<file path="src/pkg/istf_pkg.sv">
// shared constants and types for the slave transmit status flag block
// assumes a 100 mhz system clock and a plain strobe register port
package istf_pkg;

	// register port geometry
	localparam int ADDR_W = 5;
	localparam int DATA_W = 32;

	// register offsets (byte addresses, one word each)
	localparam logic [ADDR_W-1:0] OFS_CTRL = 5'h00;
	localparam logic [ADDR_W-1:0] OFS_STATUS = 5'h04;
	localparam logic [ADDR_W-1:0] OFS_MASK = 5'h08;
	localparam logic [ADDR_W-1:0] OFS_IRQ = 5'h0c;
	localparam logic [ADDR_W-1:0] OFS_OWN_ADDR = 5'h10;

	// field positions of the control register
	localparam int BIT_EARLY = 0;

	// field positions shared by status, mask and interrupt status
	localparam int FLAG_W = 3;
	localparam int BIT_UNDERFLOW = 1;
	localparam int BIT_TXREQ = 2;

	// own slave address
	localparam int OWN_ADDR_W = 7;
	localparam logic [OWN_ADDR_W-1:0] OWN_ADDR_RST = 7'h2a;

	// reset values
	localparam logic EARLY_RST = 1'b0;
	localparam logic [FLAG_W-1:0] MASK_RST = 3'h0;
	localparam logic [FLAG_W-1:0] FLAGS_RST = 3'h0;

	// address byte bit counting: bits 0..6 address, bit 7 direction
	localparam int BITCNT_W = 3;
	localparam logic [BITCNT_W-1:0] BITCNT_RST = 3'h0;
	localparam logic [BITCNT_W-1:0] BITCNT_ONE = 3'h1;
	localparam logic [BITCNT_W-1:0] RW_BIT_IDX = 3'h7;
	localparam logic DIR_READ = 1'b1;

	// conditioned bus pin view handed from the synchroniser
	typedef struct packed {
		logic scl;
		logic sda;
		logic scl_rise;
		logic scl_fall;
		logic start;
		logic stop;
	} istf_pins_t;

	// transfer tracking states
	typedef enum logic [2:0] {
		st_idle,
		st_addr,
		st_rw_wait,
		st_read,
		st_skip
	} istf_state_t;

	// complete state of the flag block
	typedef struct packed {
		istf_state_t state;
		logic [BITCNT_W-1:0] bit_cnt;
		logic [OWN_ADDR_W-1:0] addr_sr;
		logic early;
		logic [OWN_ADDR_W-1:0] own_addr;
		logic txq;
		logic underflow;
		logic [FLAG_W-1:0] mask;
		logic [FLAG_W-1:0] sticky;
		logic [DATA_W-1:0] rdata;
	} istf_regs_t;

endpackage

</file>
<file path="src/rtl/istf_status.sv">
// slave transmit status flags: transmit request and transmit underflow
// assumes scl/sda pins from the bus, fifo empty from same-clock logic,
// and a strobe register port driven on mclk_in
//
// Contract
// - set transmit request when own address matches and direction is read
// - early transmit off: request rises after scl falls in direction bit
// - early transmit on: request rises after scl rises in direction bit
// - interrupt while request flag set and its interrupt enable is one
// - request flag is zero in every other condition
// - underflow flag sits at status bit 1
// - underflow set when master reads while transmit fifo is empty
// - underflow asserted on scl rising edge of the direction bit
// - transmit request flag sits at status bit 2
`timescale 1ns/10ps
module istf_status (
	input wire logic mclk_in,
	input wire logic nrst_in,
	input wire logic scl_in,
	input wire logic sda_in,
	input wire logic tx_fifo_empty_in,
	input wire logic [istf_pkg::ADDR_W-1:0] reg_addr_in,
	input wire logic [istf_pkg::DATA_W-1:0] reg_wdata_in,
	input wire logic reg_wr_in,
	input wire logic reg_rd_in,
	output logic [istf_pkg::DATA_W-1:0] reg_rdata_out,
	output logic slave_tx_request_flag_out,
	output logic slave_tx_underflow_flag_out,
	output logic irq_out
);

	// register offset match
	function automatic logic reg_hit(
		input logic [istf_pkg::ADDR_W-1:0] addr,
		input logic [istf_pkg::ADDR_W-1:0] ofs
	);
		reg_hit = (addr == ofs);
	endfunction

	// flag vector in status layout, one bit per flag
	function automatic logic [istf_pkg::FLAG_W-1:0] flag_vec(
		input logic txq,
		input logic underflow
	);
		logic [istf_pkg::FLAG_W-1:0] v;
		v = '0;
		v[istf_pkg::BIT_TXREQ] = txq;
		v[istf_pkg::BIT_UNDERFLOW] = underflow;
		flag_vec = v;
	endfunction

	// widen a flag vector to a bus word, upper bits zero
	function automatic logic [istf_pkg::DATA_W-1:0] flag_word(
		input logic [istf_pkg::FLAG_W-1:0] v
	);
		logic [istf_pkg::DATA_W-1:0] w;
		w = '0;
		w[istf_pkg::FLAG_W-1:0] = v;
		flag_word = w;
	endfunction

	istf_pkg::istf_pins_t pins;
	istf_pkg::istf_regs_t r;
	istf_pkg::istf_regs_t next_r;

	logic is_match;
	logic set_txq;
	logic set_underflow;
	logic [istf_pkg::FLAG_W-1:0] set_events;
	logic [istf_pkg::FLAG_W-1:0] clr_events;
	logic [istf_pkg::DATA_W-1:0] ctrl_word;
	logic [istf_pkg::DATA_W-1:0] own_word;

	// pin conditioning
	istf_pin_sync u_sync (
		.mclk_in(mclk_in),
		.nrst_in(nrst_in),
		.scl_in(scl_in),
		.sda_in(sda_in),
		.pins_out(pins)
	);

	// address compare on the shifted seven bits
	assign is_match = (r.addr_sr == r.own_addr);

	// transfer tracking and flag timing
	always_comb begin
		next_r = r;
		set_txq = 1'b0;
		set_underflow = 1'b0;

		case (r.state)
			istf_pkg::st_idle: begin
				next_r.txq = 1'b0;
			end
			istf_pkg::st_addr: begin
				next_r.txq = 1'b0;
				if (pins.scl_rise) begin
					if (r.bit_cnt == istf_pkg::RW_BIT_IDX) begin
						// direction bit sampled on this rising edge
						if (is_match && pins.sda == istf_pkg::DIR_READ) begin
							if (tx_fifo_empty_in) begin
								set_underflow = 1'b1;
							end
							if (r.early) begin
								set_txq = 1'b1;
								next_r.state = istf_pkg::st_read;
							end else begin
								next_r.state = istf_pkg::st_rw_wait;
							end
						end else begin
							next_r.state = istf_pkg::st_skip;
						end
					end else begin
						next_r.addr_sr = {r.addr_sr[istf_pkg::OWN_ADDR_W-2:0], pins.sda};
						next_r.bit_cnt = r.bit_cnt + istf_pkg::BITCNT_ONE;
					end
				end
			end
			istf_pkg::st_rw_wait: begin
				// late mode waits for the falling edge closing the direction bit
				if (pins.scl_fall) begin
					set_txq = 1'b1;
					next_r.state = istf_pkg::st_read;
				end
			end
			istf_pkg::st_read: begin
				next_r.txq = r.txq;
			end
			istf_pkg::st_skip: begin
				next_r.txq = 1'b0;
			end
			default: begin
				next_r.state = istf_pkg::st_idle;
				next_r.txq = 1'b0;
			end
		endcase

		if (set_txq) begin
			next_r.txq = 1'b1;
		end
		if (set_underflow) begin
			next_r.underflow = 1'b1;
		end

		// start or repeated start opens a new transfer
		if (pins.start) begin
			next_r.state = istf_pkg::st_addr;
			next_r.bit_cnt = istf_pkg::BITCNT_RST;
			next_r.txq = 1'b0;
			next_r.underflow = 1'b0;
		end else if (pins.stop) begin
			next_r.state = istf_pkg::st_idle;
			next_r.txq = 1'b0;
		end

		// register writes
		if (reg_wr_in) begin
			if (reg_hit(reg_addr_in, istf_pkg::OFS_CTRL)) begin
				next_r.early = reg_wdata_in[istf_pkg::BIT_EARLY];
			end
			if (reg_hit(reg_addr_in, istf_pkg::OFS_MASK)) begin
				next_r.mask = reg_wdata_in[istf_pkg::FLAG_W-1:0];
			end
			if (reg_hit(reg_addr_in, istf_pkg::OFS_OWN_ADDR)) begin
				next_r.own_addr = reg_wdata_in[istf_pkg::OWN_ADDR_W-1:0];
			end
		end

		// sticky events, set wins over the read clear
		next_r.sticky = (r.sticky & ~clr_events) | set_events;

		// read data stands one cycle after the strobe only
		next_r.rdata = '0;
		if (reg_rd_in) begin
			if (reg_hit(reg_addr_in, istf_pkg::OFS_CTRL)) begin
				next_r.rdata = ctrl_word;
			end else if (reg_hit(reg_addr_in, istf_pkg::OFS_STATUS)) begin
				next_r.rdata = flag_word(flag_vec(r.txq, r.underflow));
			end else if (reg_hit(reg_addr_in, istf_pkg::OFS_MASK)) begin
				next_r.rdata = flag_word(r.mask);
			end else if (reg_hit(reg_addr_in, istf_pkg::OFS_IRQ)) begin
				next_r.rdata = flag_word(r.sticky);
			end else if (reg_hit(reg_addr_in, istf_pkg::OFS_OWN_ADDR)) begin
				next_r.rdata = own_word;
			end else begin
				next_r.rdata = '0;
			end
		end
	end

	// event vector and read clear of the interrupt status
	always_comb begin
		set_events = flag_vec(set_txq, set_underflow);
		clr_events = '0;
		if (reg_rd_in && reg_hit(reg_addr_in, istf_pkg::OFS_IRQ)) begin
			clr_events = '1;
		end
	end

	// readback words of the plain configuration registers
	always_comb begin
		ctrl_word = '0;
		ctrl_word[istf_pkg::BIT_EARLY] = r.early;
		own_word = '0;
		own_word[istf_pkg::OWN_ADDR_W-1:0] = r.own_addr;
	end

	// state register
	always_ff @(posedge mclk_in or negedge nrst_in) begin
		if (!nrst_in) begin
			r.state <= istf_pkg::st_idle;
			r.bit_cnt <= istf_pkg::BITCNT_RST;
			r.addr_sr <= '0;
			r.early <= istf_pkg::EARLY_RST;
			r.own_addr <= istf_pkg::OWN_ADDR_RST;
			r.txq <= 1'b0;
			r.underflow <= 1'b0;
			r.mask <= istf_pkg::MASK_RST;
			r.sticky <= istf_pkg::FLAGS_RST;
			r.rdata <= '0;
		end else begin
			r <= next_r;
		end
	end

	// outputs
	assign reg_rdata_out = r.rdata;
	assign slave_tx_request_flag_out = r.txq;
	assign slave_tx_underflow_flag_out = r.underflow;

	// live request level plus any unmasked sticky event
	assign irq_out = (r.txq & r.mask[istf_pkg::BIT_TXREQ]) | (|(r.sticky & r.mask));

endmodule

</file>
<file path="src/rtl/istf_pin_sync.sv">
// two-flop synchronisers for scl and sda with edge and start/stop detection
// assumes both pins are asynchronous to mclk_in and already resolved wires
`timescale 1ns/10ps
module istf_pin_sync (
	input wire logic mclk_in,
	input wire logic nrst_in,
	input wire logic scl_in,
	input wire logic sda_in,
	output istf_pkg::istf_pins_t pins_out
);

	typedef struct packed {
		logic scl_meta;
		logic scl_sync;
		logic scl_dly;
		logic sda_meta;
		logic sda_sync;
		logic sda_dly;
	} istf_sync_t;

	istf_sync_t r;
	istf_sync_t next_r;

	// shift chains; first stage feeds only the second
	always_comb begin
		next_r = r;
		next_r.scl_meta = scl_in;
		next_r.scl_sync = r.scl_meta;
		next_r.scl_dly = r.scl_sync;
		next_r.sda_meta = sda_in;
		next_r.sda_sync = r.sda_meta;
		next_r.sda_dly = r.sda_sync;
	end

	// idle bus is high on both lines
	always_ff @(posedge mclk_in or negedge nrst_in) begin
		if (!nrst_in) begin
			r <= '1;
		end else begin
			r <= next_r;
		end
	end

	// conditioned view, all from synchronised stages
	always_comb begin
		pins_out.scl = r.scl_sync;
		pins_out.sda = r.sda_sync;
		pins_out.scl_rise = r.scl_sync & ~r.scl_dly;
		pins_out.scl_fall = ~r.scl_sync & r.scl_dly;
		pins_out.start = r.scl_sync & r.scl_dly & r.sda_dly & ~r.sda_sync;
		pins_out.stop = r.scl_sync & r.scl_dly & ~r.sda_dly & r.sda_sync;
	end

endmodule

</file>
<file path="config.mk">
export PLATFORM = sky130hd
export DESIGN_NAME = istf_status
export DESIGN_NICKNAME = d
export VERILOG_FILES = /design/src/pkg/istf_pkg.sv /design/src/rtl/istf_status.sv /design/src/rtl/istf_pin_sync.sv
export SDC_FILE = /design/constraint.sdc
export NUM_CORES = 1
export LEC_CHECK = 0
export BUFFER_PORTS_ARGS = -buffer_cell sky130_fd_sc_hd__buf_4
export CORE_MARGIN = 3
export CORE_UTILIZATION = 25
export CTS_BUF_LIST = sky130_fd_sc_hd__clkbuf_4
export CTS_CLUSTER_DIAMETER = 200
export DETAILED_ROUTE_END_ITERATION = 10
export MAX_ROUTING_LAYER = met4
export PLACE_DENSITY = 0.42
export SKIP_CTS_REPAIR_TIMING = 1
export SYNTH_ARGS = -nofsm -noshare
export SYNTH_HDL_FRONTEND = slang
export SYNTH_SLANG_ARGS = --single-unit
export TNS_END_PERCENT = 50
</file>
<file path="constraint.sdc">
create_clock -name mclk_in -period 4.03 [get_ports mclk_in]
set_clock_uncertainty 0.1 [all_clocks]
set_input_delay 0.6045 -clock mclk_in [delete_from_list [all_inputs] [get_ports mclk_in]]
set_output_delay 0.6045 -clock mclk_in [all_outputs]
set_load 0.02 [all_outputs]
</file>
== Word-level counts from Yosys, hierarchy flattened ==
Cells that the tools add are included.

* Add/sub/neg operators: 1
* Eq/ne operators: 16
* Multiplexer cells: 35
* Bitwise logic cells: 18
* Reduce and logical (&&, ||, !) cells: 16

{| class="wikitable"
|+ Operators by type and width
! cell !! count
|-
| two-way mux 7 bit || 6
|-
| two-way mux 3 bit || 7
|-
| two-way mux 10 bit || 2
|-
| two-way mux 1 bit || 17
|-
| two-way mux 13 bit || 1
|-
| != test 4 bit, second input constant || 3
|-
| equality test 5 x 4 -> 1 bit, second input constant || 2
|-
| case mux 3 bit (3 select lines) || 1
|-
| bitwise AND 1 bit || 8
|-
| equality test 7 bit || 1
|-
| bitwise AND 3 bit || 2
|-
| equality test 3 x 2 -> 1 bit, second input constant || 2
|-
| equality test 3 bit, second input constant || 2
|-
| AND reduction 2 bit || 3
|-
| AND reduction 3 bit || 2
|-
| nonzero test 2 bit || 3
|-
| OR reduction 3 bit || 2
|-
| equality test 5 x 3 -> 1 bit, second input constant || 1
|-
| equality test 5 bit, second input constant || 1
|-
| logical NOT 5 bit || 1
|-
| inverter 1 bit || 5
|-
| != test 4 x 1 -> 1 bit, second input constant || 1
|-
| AND reduction 4 bit || 1
|-
| adder 3 x 1 -> 3 bit, second input constant || 1
|-
| 10 further kinds || 11
|}

* Register bits after elaboration: 67
* Input bits: 44
* Output and inout bits: 35
* Word-level logic and storage cells: 102

== Depth between registers and ports, before layout ==
Gate-level depths: netlist of run 1.

* Word-level depth: 9
* Mapped depth: 6
* Depth with buffers taken out: 6

== Hierarchy ==
A second synthesis of run 1 with hierarchy kept.

* Cells, all modules: 193
* Area, all modules: 2189.6 sq um

{| class="wikitable"
|+ Modules (own cells, without submodules)
! module !! times used !! cells each !! area each (sq um) !! seq. area each (sq um)
|-
| istf_status || 1 || 181 || 1984.4 || 904.6
|-
| istf_pin_sync || 1 || 12 || 205.2 || 157.7
|}

== Least setup slack after synthesis of run 1 ==
OpenSTA, ideal clock, no wires.

* Kind: register to register
* From: register r[55] (netlist bit)
* To: register r[60] (netlist bit)
* Setup time: 121 ps
* Arrival: 1637 ps
* Required time: 3809 ps
* Slack: 2172 ps
* Cell stages (with the launch flop): 7
* Path buffers: 0
* Clock period less this slack: 1858 ps
* Cells stage by stage: dfrtp_1 > ha_1 > ha_1 > nor4bb_4 > a221o_1 > a2bb2oi_1 > a22o_1

* Cells in the longest elaborated chain, start to end: 3

{| class="wikitable"
|+ RTL lines
! element !! RTL line !! source
|-
| from (decl) || istf_status.sv:63 || <nowiki>istf_pkg::istf_regs_t r;</nowiki>
|-
| from (signal assigned) || istf_status.sv:223 || <nowiki>r <= next_r;</nowiki>
|-
| equality test 3 bit || istf_status.sv:99 || <nowiki>if (r.bit_cnt == istf_pkg::RW_BIT_IDX) begin</nowiki>
|-
| != test 4 bit (no line) || -- ||
|-
| AND reduction 4 bit (no line) || -- ||
|}

Every way passes these cells.
A chain may end at the register's enable or synchronous reset.

== Worst setup path after layout of run 1 ==
* From: register r[55] (netlist bit)
* To: register r[50] (netlist bit)

* Cells in the longest elaborated chain, start to end: 3

{| class="wikitable"
|+ RTL lines
! element !! RTL line
|-
| equality test 3 bit || istf_status.sv:99
|-
| inverter 1 bit (no line) || --
|-
| AND reduction 3 bit (no line) || --
|}

Every way passes these cells.

==> impl_metrics.tcl, run 1 <==
set metrics [dict create \
    outcome "finished clean" \
    drc 0 \
    synth-edff-count 0 \
    async_reset_ff_share_pct 100 \
    rows 33 \
    drt-initial-drc-count 63 \
    relSlewSlack_pct 51.1 \
    synth_area_um2 2230 \
    setup_viol 0 \
    portBuffers 28 \
    vias_per_cell 4.28 \
    drv_slew 0 \
    cp.arrival_ns 2.31 \
    wl_um 4210 \
    cts.path.max_buffers 2 \
    critPathRequiredTime_ns 4.17 \
    max_freq_mhz 461 \
    whs_ns 0.138 \
    reg2reg_slack_ns 1.86 \
    place_area_um2 2390 \
    cts_buffers 5 \
    fin_crit_ns 2.17 \
    grt_first_pass_wirelength_um 6840 \
    worst_slew_pin_slew_ns 0.727 \
    final_common_cell "dfrtp_1" \
    clock_sinks 42 \
    coreArea_um2 8420 \
    critical_path.most_common_cell "ha_1" \
    synth_seq_area_share_pct 47.6 \
    p_leak_uw 0.00114 \
    vias 1383 \
    r2r_start "r[55]$_DFFE_PN0P_" \
    die_h_um 100 \
    crit_path_start_kind "flip-flop" \
    area_growth_pct 11.0 \
    p_per_area_nw_per_um2 437 \
    design_area_um2 2480 \
    worst_ir_drop_vdd_mv 0.148 \
    avgRoutedWirePerCell_um 13.0 \
    nNetsFinal 263 \
    critPathMaxFanout 12 \
    ys_ff_latch 42 \
    antenna_cells 0 \
    path_cells "ha_1, ha_1, nor4_4, mux2_2" \
    end_kind "flip-flop" \
    final_layout_size_suffix_gt1_share_pct 32.1 \
    fin_crit_sh_pct 53.9 \
    yosysUniqueCellTypes 48 \
    fin_tns_setup_ns 0 \
    cts-root-buf "clkbuf_4" \
    grt_util_all_layers_pct 9.00 \
    synth_flop_cell "dfrtp_1" \
    r2r_cells 4 \
    regToRegEndpoint "r[50]$_DFFE_PN0P_" \
    critical_path_class "reg -> reg" \
    gp_congestion 0.831 \
    antenna_found_initial 0 \
    slowest_stage "nor4_4" \
    grt_pass1_vias 1306 \
    hold_path_class "in -> async" \
    grt_max_degree 43 \
    die_area_um2 10100 \
    final_util_pct 29.4 \
    die_w_um 100 \
    clk_pin_slew_ns 0.12 \
    cts_tree "done" \
    rsz0062_at_grt "false" \
    overflow 0 \
    yosys_warnings 0 \
    ioPinCount 79 \
    mostFrequentLayoutCells "dfrtp_1 (33), buf_4 (28), conb_1 (25), mux2_2 (17), nand2_1 (16)" \
    crit_start "r[55]$_DFFE_PN0P_" \
    max-cap-violations 0 \
    h-tree-depth 2 \
    syn_area_per_cell_um2 11.5 \
    hpwl_um 3130 \
    firstDrtPassIters 4 \
    critPathMaxStageDelay_ns 0.69 \
    timing_hold_violations_final 0 \
    syn_inst 194 \
    start_util_pct 26.5 \
    ant_nets 0 \
    insertion_delay_ns 0.34 \
]
[critical path, delay by kind of cell (launching register included)]
family / cells / cell delay, ns
adders and majority gates: 2 / 0.47
and+or+nand+nor: 1 / 0.69
muxes: 1 / 0.41
DFF: 1 / 0.42
[metal layers]
metal | up-vias | GRT usage [%] | wire (um)
met3 | 5 | 2.42 | 231
met1 | 666 | 12.2 | 2040
met2 | 44 | 12.8 | 1890
met4 | 0 | 3.42 | 45
li1 | 668 | - | -
met5 | - | - | 0
[cells in the mapped netlist (all sizes together) (4+ instances only)]
cell type	count	area, um2
xnor2	4	35.0
nand2b	6	45.0
xor2	5	43.8
a21oi	7	35.0
and2	8	50.1
o21a	4	30.0
dfstp	9	236
nand2	16	60.1
buf	35	264
dfrtp	33	826
mux2	18	206
o21ai	6	30.0
[cells by family after synthesis]
| group | share of synthesized area, % |
|---|---|
| compound gates | 7.74 |
| mux | 9.70 |
| other cells | 0.168 |
| simple gates | 17.9 |
| xor+xnor | 3.53 |
| fa+ha+maj | 1.12 |
| flops | 47.6 |
| buf+inv | 12.2 |
[layout make-up]
type / count / area (um2)
fillers: 877 / 5950
flip-flops and latches: 42 / 1060
multi-input cells: 139 / 986
repair buffers: 28 / 210
well taps: 105 / 131
clock buffers: 7 / 52.6
clock inverters: 1 / 30.0
inverters: 1 / 3.75
[sequential cells by signal, indices dropped and copies added, names as in the netlist]
register	flops
own_word	7
u_sync.pins_out	2
slave_tx_underflow_flag_out	1
u_sync.r	2
u_sync.next_r	2
ctrl_word	1
r	19
reg_rdata_out	7
slave_tx_request_flag_out	1
[report_power, final]
part | internal [uW] | total [uW] | switching (uW)
clock network | 145 | 280 | 135
logic | 119 | 232 | 113
registers | 502 | 571 | 68.4
[stage by stage]
step | setup slack (ns) | instances | total power (uW)
2_1_floorplan | 2.17 | 218 | 762
3_3_place_gp | 1.85 | 315 | 815
3_5_place_dp | 1.83 | 315 | 817
4_1_cts | 1.82 | 323 | 1100
5_1_grt | 1.75 | 323 | 1160
6_report | 1.86 | 323 | 1080
[how the worst max path moves through the flow]
stage | end | slack [ns] | cells after the start
final | r[50]$_DFFE_PN0P_ | 1.86 | 4
after global routing | r[52]$_DFFE_PN0P_ | 1.75 | 4
after CTS | r[50]$_DFFE_PN0P_ | 1.82 | 4
after detailed placement | r[52]$_DFFE_PN0P_ | 1.83 | 4
after global placement | r[51]$_DFFE_PN0P_ | 1.85 | 4
after floorplan | r[60]$_DFFE_PN0P_ | 2.17 | 6
No activity file was read; power rests on OpenSTA's default activity.
==> inputs of run 2 (changes only) <==
--- a/config.mk
+++ b/config.mk
@@ -12,7 +12,7 @@
 export CTS_CLUSTER_DIAMETER = 200
 export DETAILED_ROUTE_END_ITERATION = 10
 export MAX_ROUTING_LAYER = met4
-export PLACE_DENSITY = 0.42
+export PLACE_DENSITY = 0.43
 export SKIP_CTS_REPAIR_TIMING = 1
 export SYNTH_ARGS = -nofsm -noshare
 export SYNTH_HDL_FRONTEND = slang
==> constraint.sdc (replaced) <==
create_clock -name mclk_in -period 1.95 [get_ports mclk_in]
set_clock_uncertainty 0.1 [all_clocks]
set_input_delay 0.2925 -clock mclk_in [delete_from_list [all_inputs] [get_ports mclk_in]]
set_output_delay 0.2925 -clock mclk_in [all_outputs]
set_load 0.02 [all_outputs]
==> impl_metrics.tcl, run 2 (synthesis gave the netlist of run 1 again) <==
set metrics [dict create \
    hpwl_um 3150 \
    p_leak_uw 0.00117 \
    swShare_pct 29.3 \
    drt-initial-drc-count 50 \
    worst_ir_drop_vdd_mv 0.327 \
    antenna_found_initial 0 \
    die_h_um 100 \
    clock_sinks 42 \
    max_freq_mhz 537 \
    drc 0 \
    avgRoutedWirePerCell_um 13.0 \
    ioPinCount 79 \
    clk_pin_slew_ns 0.13 \
    critPathMaxFanout 3 \
    rows 33 \
    hold_path_class "in -> reg" \
    wl_um 4290 \
    grt_max_degree 43 \
    start_util_pct 26.5 \
    p_per_area_nw_per_um2 900 \
    portBuffers 28 \
    worst_slew_pin_slew_ns 0.537 \
    critical_path_class "reg -> reg" \
    grt_util_all_layers_pct 9.57 \
    crit_path_start_kind "flip-flop" \
    outcome "finished clean" \
    timing_hold_violations_final 0 \
    pwr-share-comb_pct 23.0 \
    largest_register_ffs 19 \
    fin_crit_ns 1.86 \
    grt_pass1_vias 1404 \
    h-tree-depth 2 \
    nNetsFinal 271 \
    n_fill_cell 901 \
    final_util_pct 30.2 \
    crit_start "r[55]$_DFFE_PN0P_" \
    r2r_cells 6 \
    die_w_um 100 \
    dp_slack_ns 0.00668 \
    fin_crit_sh_pct 95.4 \
    setup_viol 0 \
    max-cap-violations 0 \
    drv_slew 0 \
    die_area_um2 10100 \
    top_register "r" \
    coreArea_um2 8420 \
    vias_per_cell 4.23 \
    ant_nets 0 \
    cts_buffers 5 \
    grt_first_pass_wirelength_um 7270 \
    end_kind "flip-flop" \
    rsz0062_at_grt "false" \
    mostFrequentLayoutCells "dfrtp_1 (33), buf_4 (33), conb_1 (25), mux2_2 (17), nand2_1 (16)" \
    p_switching_uw 672 \
    fin_ws_ns 0.0891 \
    fin_tns_setup_ns 0 \
    cts_tree "done" \
    area_growth_pct 14.1 \
    hold_depth 2 \
    cts-root-buf "clkbuf_4" \
    vias 1400 \
    intPower_uw 1620 \
    critPathRequiredTime_ns 2.11 \
    p_clk_share_pct 25.6 \
    antenna_cells 0 \
    relSlewSlack_pct 64.2 \
    cp.arrival_ns 2.02 \
    overflow 0 \
    holdCritStartpoint "reg_wdata_in[4]" \
    gp_congestion 0.819 \
    r2r_start "r[55]$_DFFE_PN0P_" \
    firstDrtPassIters 4 \
    final_layout_size_suffix_gt1_share_pct 33.6 \
    cts.path.max_buffers 2 \
    seqPwrFrac_pct 51.4 \
    insertion_delay_ns 0.35 \
]
run 2: cell types whose count changed in the layout (fill, tap and decap cells not counted), sizes merged:
| cell | delta |
|---|---|
| buf | +5 |
| dlygate4sd3 | +3 |
run 2: power by group through the flow:
stage          combinational (uW)  clock [uW]  sequential [uW]
2_1_floorplan                 419           0             1160
3_3_place_gp                  508           0             1200
3_5_place_dp                  515           0             1200
4_1_cts                       517         612             1180
5_1_grt                       602         647             1210
6_report                      527         587             1180
run 2: final timing paths:
kind,slack [ns],end
worst max-delay path,0.09,r[60]$_DFFE_PN0P_
worst min register to register,0.27,u_sync.pins_out[5]$_DFF_PN1_
worst max register to register,0.09,r[60]$_DFFE_PN0P_
worst min-delay path,0.07,own_word[4]$_DFFE_PN0P_
max in group asynchronous,1.02,own_word[3]$_DFFE_PN1P_
min in group asynchronous,0.35,r[55]$_DFFE_PN0P_
run 2: critical path, stage by stage (launching register included):
cell and delay, ns:
dfrtp_1 0.40, ha_1 0.20, ha_2 0.20, nor4bb_4 0.17, a221o_1 0.35, a2bb2oi_1 0.15, a22o_1 0.18
run 2: metrics by stage:
| step | total power (uW) | std cells | hold WS, ns | instance area (um2) |
|---|---|---|---|---|
| 6_report | 2290 | 331 | 0.0705 | 2550 |
| 2_1_floorplan | 1580 | 218 | -0.103 | 2320 |
| 3_5_place_dp | 1720 | 319 | 0.226 | 2420 |
| 3_3_place_gp | 1710 | 319 | 0.230 | 2420 |
| 4_1_cts | 2310 | 327 | -0.177 | 2510 |
| 5_1_grt | 2450 | 331 | 0.0375 | 2550 |
run 2: layout make-up:
class / count / area, um2 / share of cell area, %
Clock inverter: 1 / 30.0 / 1.18
Tap cell: 105 / 131 / 5.16
Sequential cell: 42 / 1060 / 41.7
Inverter: 1 / 3.75 / 0.147
Multi-Input combinational cell: 139 / 988 / 38.8
Timing Repair Buffer: 36 / 278 / 10.9
Clock buffer: 7 / 52.6 / 2.06
run 2: routing by layer:
| metal | up-vias | track usage (%) | routed length (um) |
|---|---|---|---|
| met5 | - | - | 0 |
| li1 | 680 | - | - |
| met4 | 0 | 3.42 | 48 |
| met1 | 675 | 12.8 | 2050 |
| met2 | 41 | 14.1 | 1960 |
| met3 | 4 | 2.35 | 229 |
==> inputs of run 3 (changes only) <==
--- a/config.mk
+++ b/config.mk
@@ -7,12 +7,13 @@
 export LEC_CHECK = 0
 export BUFFER_PORTS_ARGS = -buffer_cell sky130_fd_sc_hd__buf_4
 export CORE_MARGIN = 3
-export CORE_UTILIZATION = 25
+export CORE_UTILIZATION = 40
 export CTS_BUF_LIST = sky130_fd_sc_hd__clkbuf_4
 export CTS_CLUSTER_DIAMETER = 200
 export DETAILED_ROUTE_END_ITERATION = 10
+export GPL_TIMING_DRIVEN = 0
 export MAX_ROUTING_LAYER = met4
-export PLACE_DENSITY = 0.43
+export PLACE_DENSITY = 0.65
 export SKIP_CTS_REPAIR_TIMING = 1
 export SYNTH_ARGS = -nofsm -noshare
 export SYNTH_HDL_FRONTEND = slang
==> impl_metrics.tcl, run 3 (synthesis gave the netlist of run 1 again) <==
set metrics [dict create \
    fin_crit_sh_pct 95.3 \
    r2r_cells 6 \
    grt_util_all_layers_pct 12.8 \
    holdCritStartpoint "reg_wdata_in[4]" \
    grt_first_pass_wirelength_um 6210 \
    grt_pass1_vias 1354 \
    reg2reg_slack_ns 0.09 \
    cts_buffers 5 \
    final_common_cell "buf_4" \
    seqPwrFrac_pct 55.0 \
    grt_max_degree 43 \
    firstDrtPassIters 4 \
    clock_sinks 42 \
    swShare_pct 30.4 \
    largest_register_ffs 19 \
    cp.arrival_ns 2.00 \
    timing_hold_violations_final 0 \
    p_leak_uw 0.00133 \
    avgRoutedWirePerCell_um 11.8 \
    overflow 0 \
    n_fill_cell 474 \
    insertion_delay_ns 0.34 \
    finalPower_uw 2150 \
    rsz0062_at_grt "false" \
    vias_per_cell 4.59 \
    dp_slack_ns -0.0253 \
    crit_path_start_kind "flip-flop" \
    drc 0 \
    worst_slew_pin_slew_ns 0.515 \
    final_layout_size_suffix_gt1_share_pct 41.9 \
    whs_ns 0.0745 \
    critical_path_class "reg -> reg" \
    critPathMaxFanout 4 \
    max_freq_mhz 538 \
    place_area_um2 2620 \
    max-cap-violations 0 \
    drv_slew 0 \
    regArea_um2 1060 \
    antenna_cells 0 \
    r2r_start "r[55]$_DFFE_PN0P_" \
    critPathRequiredTime_ns 2.09 \
    vias 1505 \
    hold_depth 2 \
    hold_path_class "in -> reg" \
    cts.path.max_buffers 2 \
    p_per_area_nw_per_um2 789 \
    rows 26 \
    nNetsFinal 303 \
    p_switching_uw 653 \
    top_register "r" \
    design_area_um2 2730 \
    ant_nets 0 \
    area_growth_pct 22.2 \
    fin_crit_ns 1.86 \
    die_area_um2 6510 \
    outcome "finished clean" \
    portBuffers 28 \
    relSlewSlack_pct 65.6 \
    p_clk_share_pct 18.9 \
    multi_input_area_um2 1000 \
    fin_ws_ns 0.0917 \
    antenna_found_initial 0 \
    mostFrequentLayoutCells "buf_4 (62), dfrtp_1 (33), conb_1 (25), mux2_2 (17), nand2_1 (16)" \
    start_util_pct 42.6 \
    gp_congestion 0.923 \
    end_kind "flip-flop" \
    setup_viol 0 \
    clk_pin_slew_ns 0.11 \
    regToRegEndpoint "r[60]$_DFFE_PN0P_" \
    worst_ir_drop_vdd_mv 0.631 \
    coreArea_um2 5240 \
    ioPinCount 79 \
    cts-root-buf "clkbuf_4" \
    intPower_uw 1500 \
    hpwl_um 2920 \
    cts_tree "done" \
    wl_um 3880 \
    pwr-share-comb_pct 26.1 \
    drt-initial-drc-count 35 \
    die_h_um 80.7 \
    h-tree-depth 2 \
    die_w_um 80.7 \
    hold_end "own_word[4]$_DFFE_PN0P_" \
]
## run 3: changes by cell type in the layout (fill, tap and decap cells not counted)
cell | previous run | this run
buf_4 | 33 | 62
buf_2 | 0 | 1
buf_6 | 0 | 1
bufinv_16 | 1 | 0
clkbuf_2 | 0 | 1
clkbuf_4 | 7 | 6
clkinv_1 | 0 | 1
clkinv_2 | 0 | 1
ha_1 | 1 | 0
ha_4 | 0 | 1
## run 3: through the flow
stage	TNS, ns	utilization, %	std cells
floorplan	0	-	218
global route	0	52.0	328
global placement	-0.0428	50.0	316
finish	0	52.0	328
CTS	-0.258	51.0	324
detailed placement	-0.114	50.0	316
## run 3: critical path, cell delays in order, from the launching register on
cell       delay [ns]
dfrtp_1          0.41
ha_2             0.21
ha_4             0.18
nor4bb_4         0.17
a221o_1          0.37
a2bb2oi_1        0.15
a22o_1           0.18
## run 3: final cells by class
cell class	instances	share of cell area, %
tap	70	3.21
buffer	36	9.87
sequential	42	39.0
clock buffer	6	1.65
multi-input combinational	139	36.7
inverter	1	0.138
timing repair buffer	32	9.09
clock inverter	2	0.321
## run 3: layer usage
layer	global-route usage [%]	part of all wire, %	vias up	routed length, um
met5	-	0	-	0
met3	3.03	8.1	8	313
met1	16.2	44	702	1710
met4	6.76	2.5	0	98
li1	-	-	749	-
met2	19.0	45	46	1770
## run 3: worst max-delay path by stage
stage,startpoint,cells after the start,to
after floorplan,r[55]$_DFFE_PN0P_,6,r[60]$_DFFE_PN0P_
final,r[55]$_DFFE_PN0P_,6,r[60]$_DFFE_PN0P_
after detailed placement,r[55]$_DFFE_PN0P_,5,r[52]$_DFFE_PN0P_
after global placement,r[55]$_DFFE_PN0P_,5,r[52]$_DFFE_PN0P_
after global routing,r[55]$_DFFE_PN0P_,6,r[60]$_DFFE_PN0P_
after CTS,r[55]$_DFFE_PN0P_,5,r[51]$_DFFE_PN0P_
## run 3: power groups by stage
stage / Combinational, uW / Clock, uW / Sequential, uW
2_1_floorplan: 419 / 0 / 1160
3_3_place_gp: 519 / 0 / 1190
3_5_place_dp: 528 / 0 / 1200
4_1_cts: 531 / 431 / 1180
5_1_grt: 627 / 466 / 1210
6_report: 561 / 408 / 1180
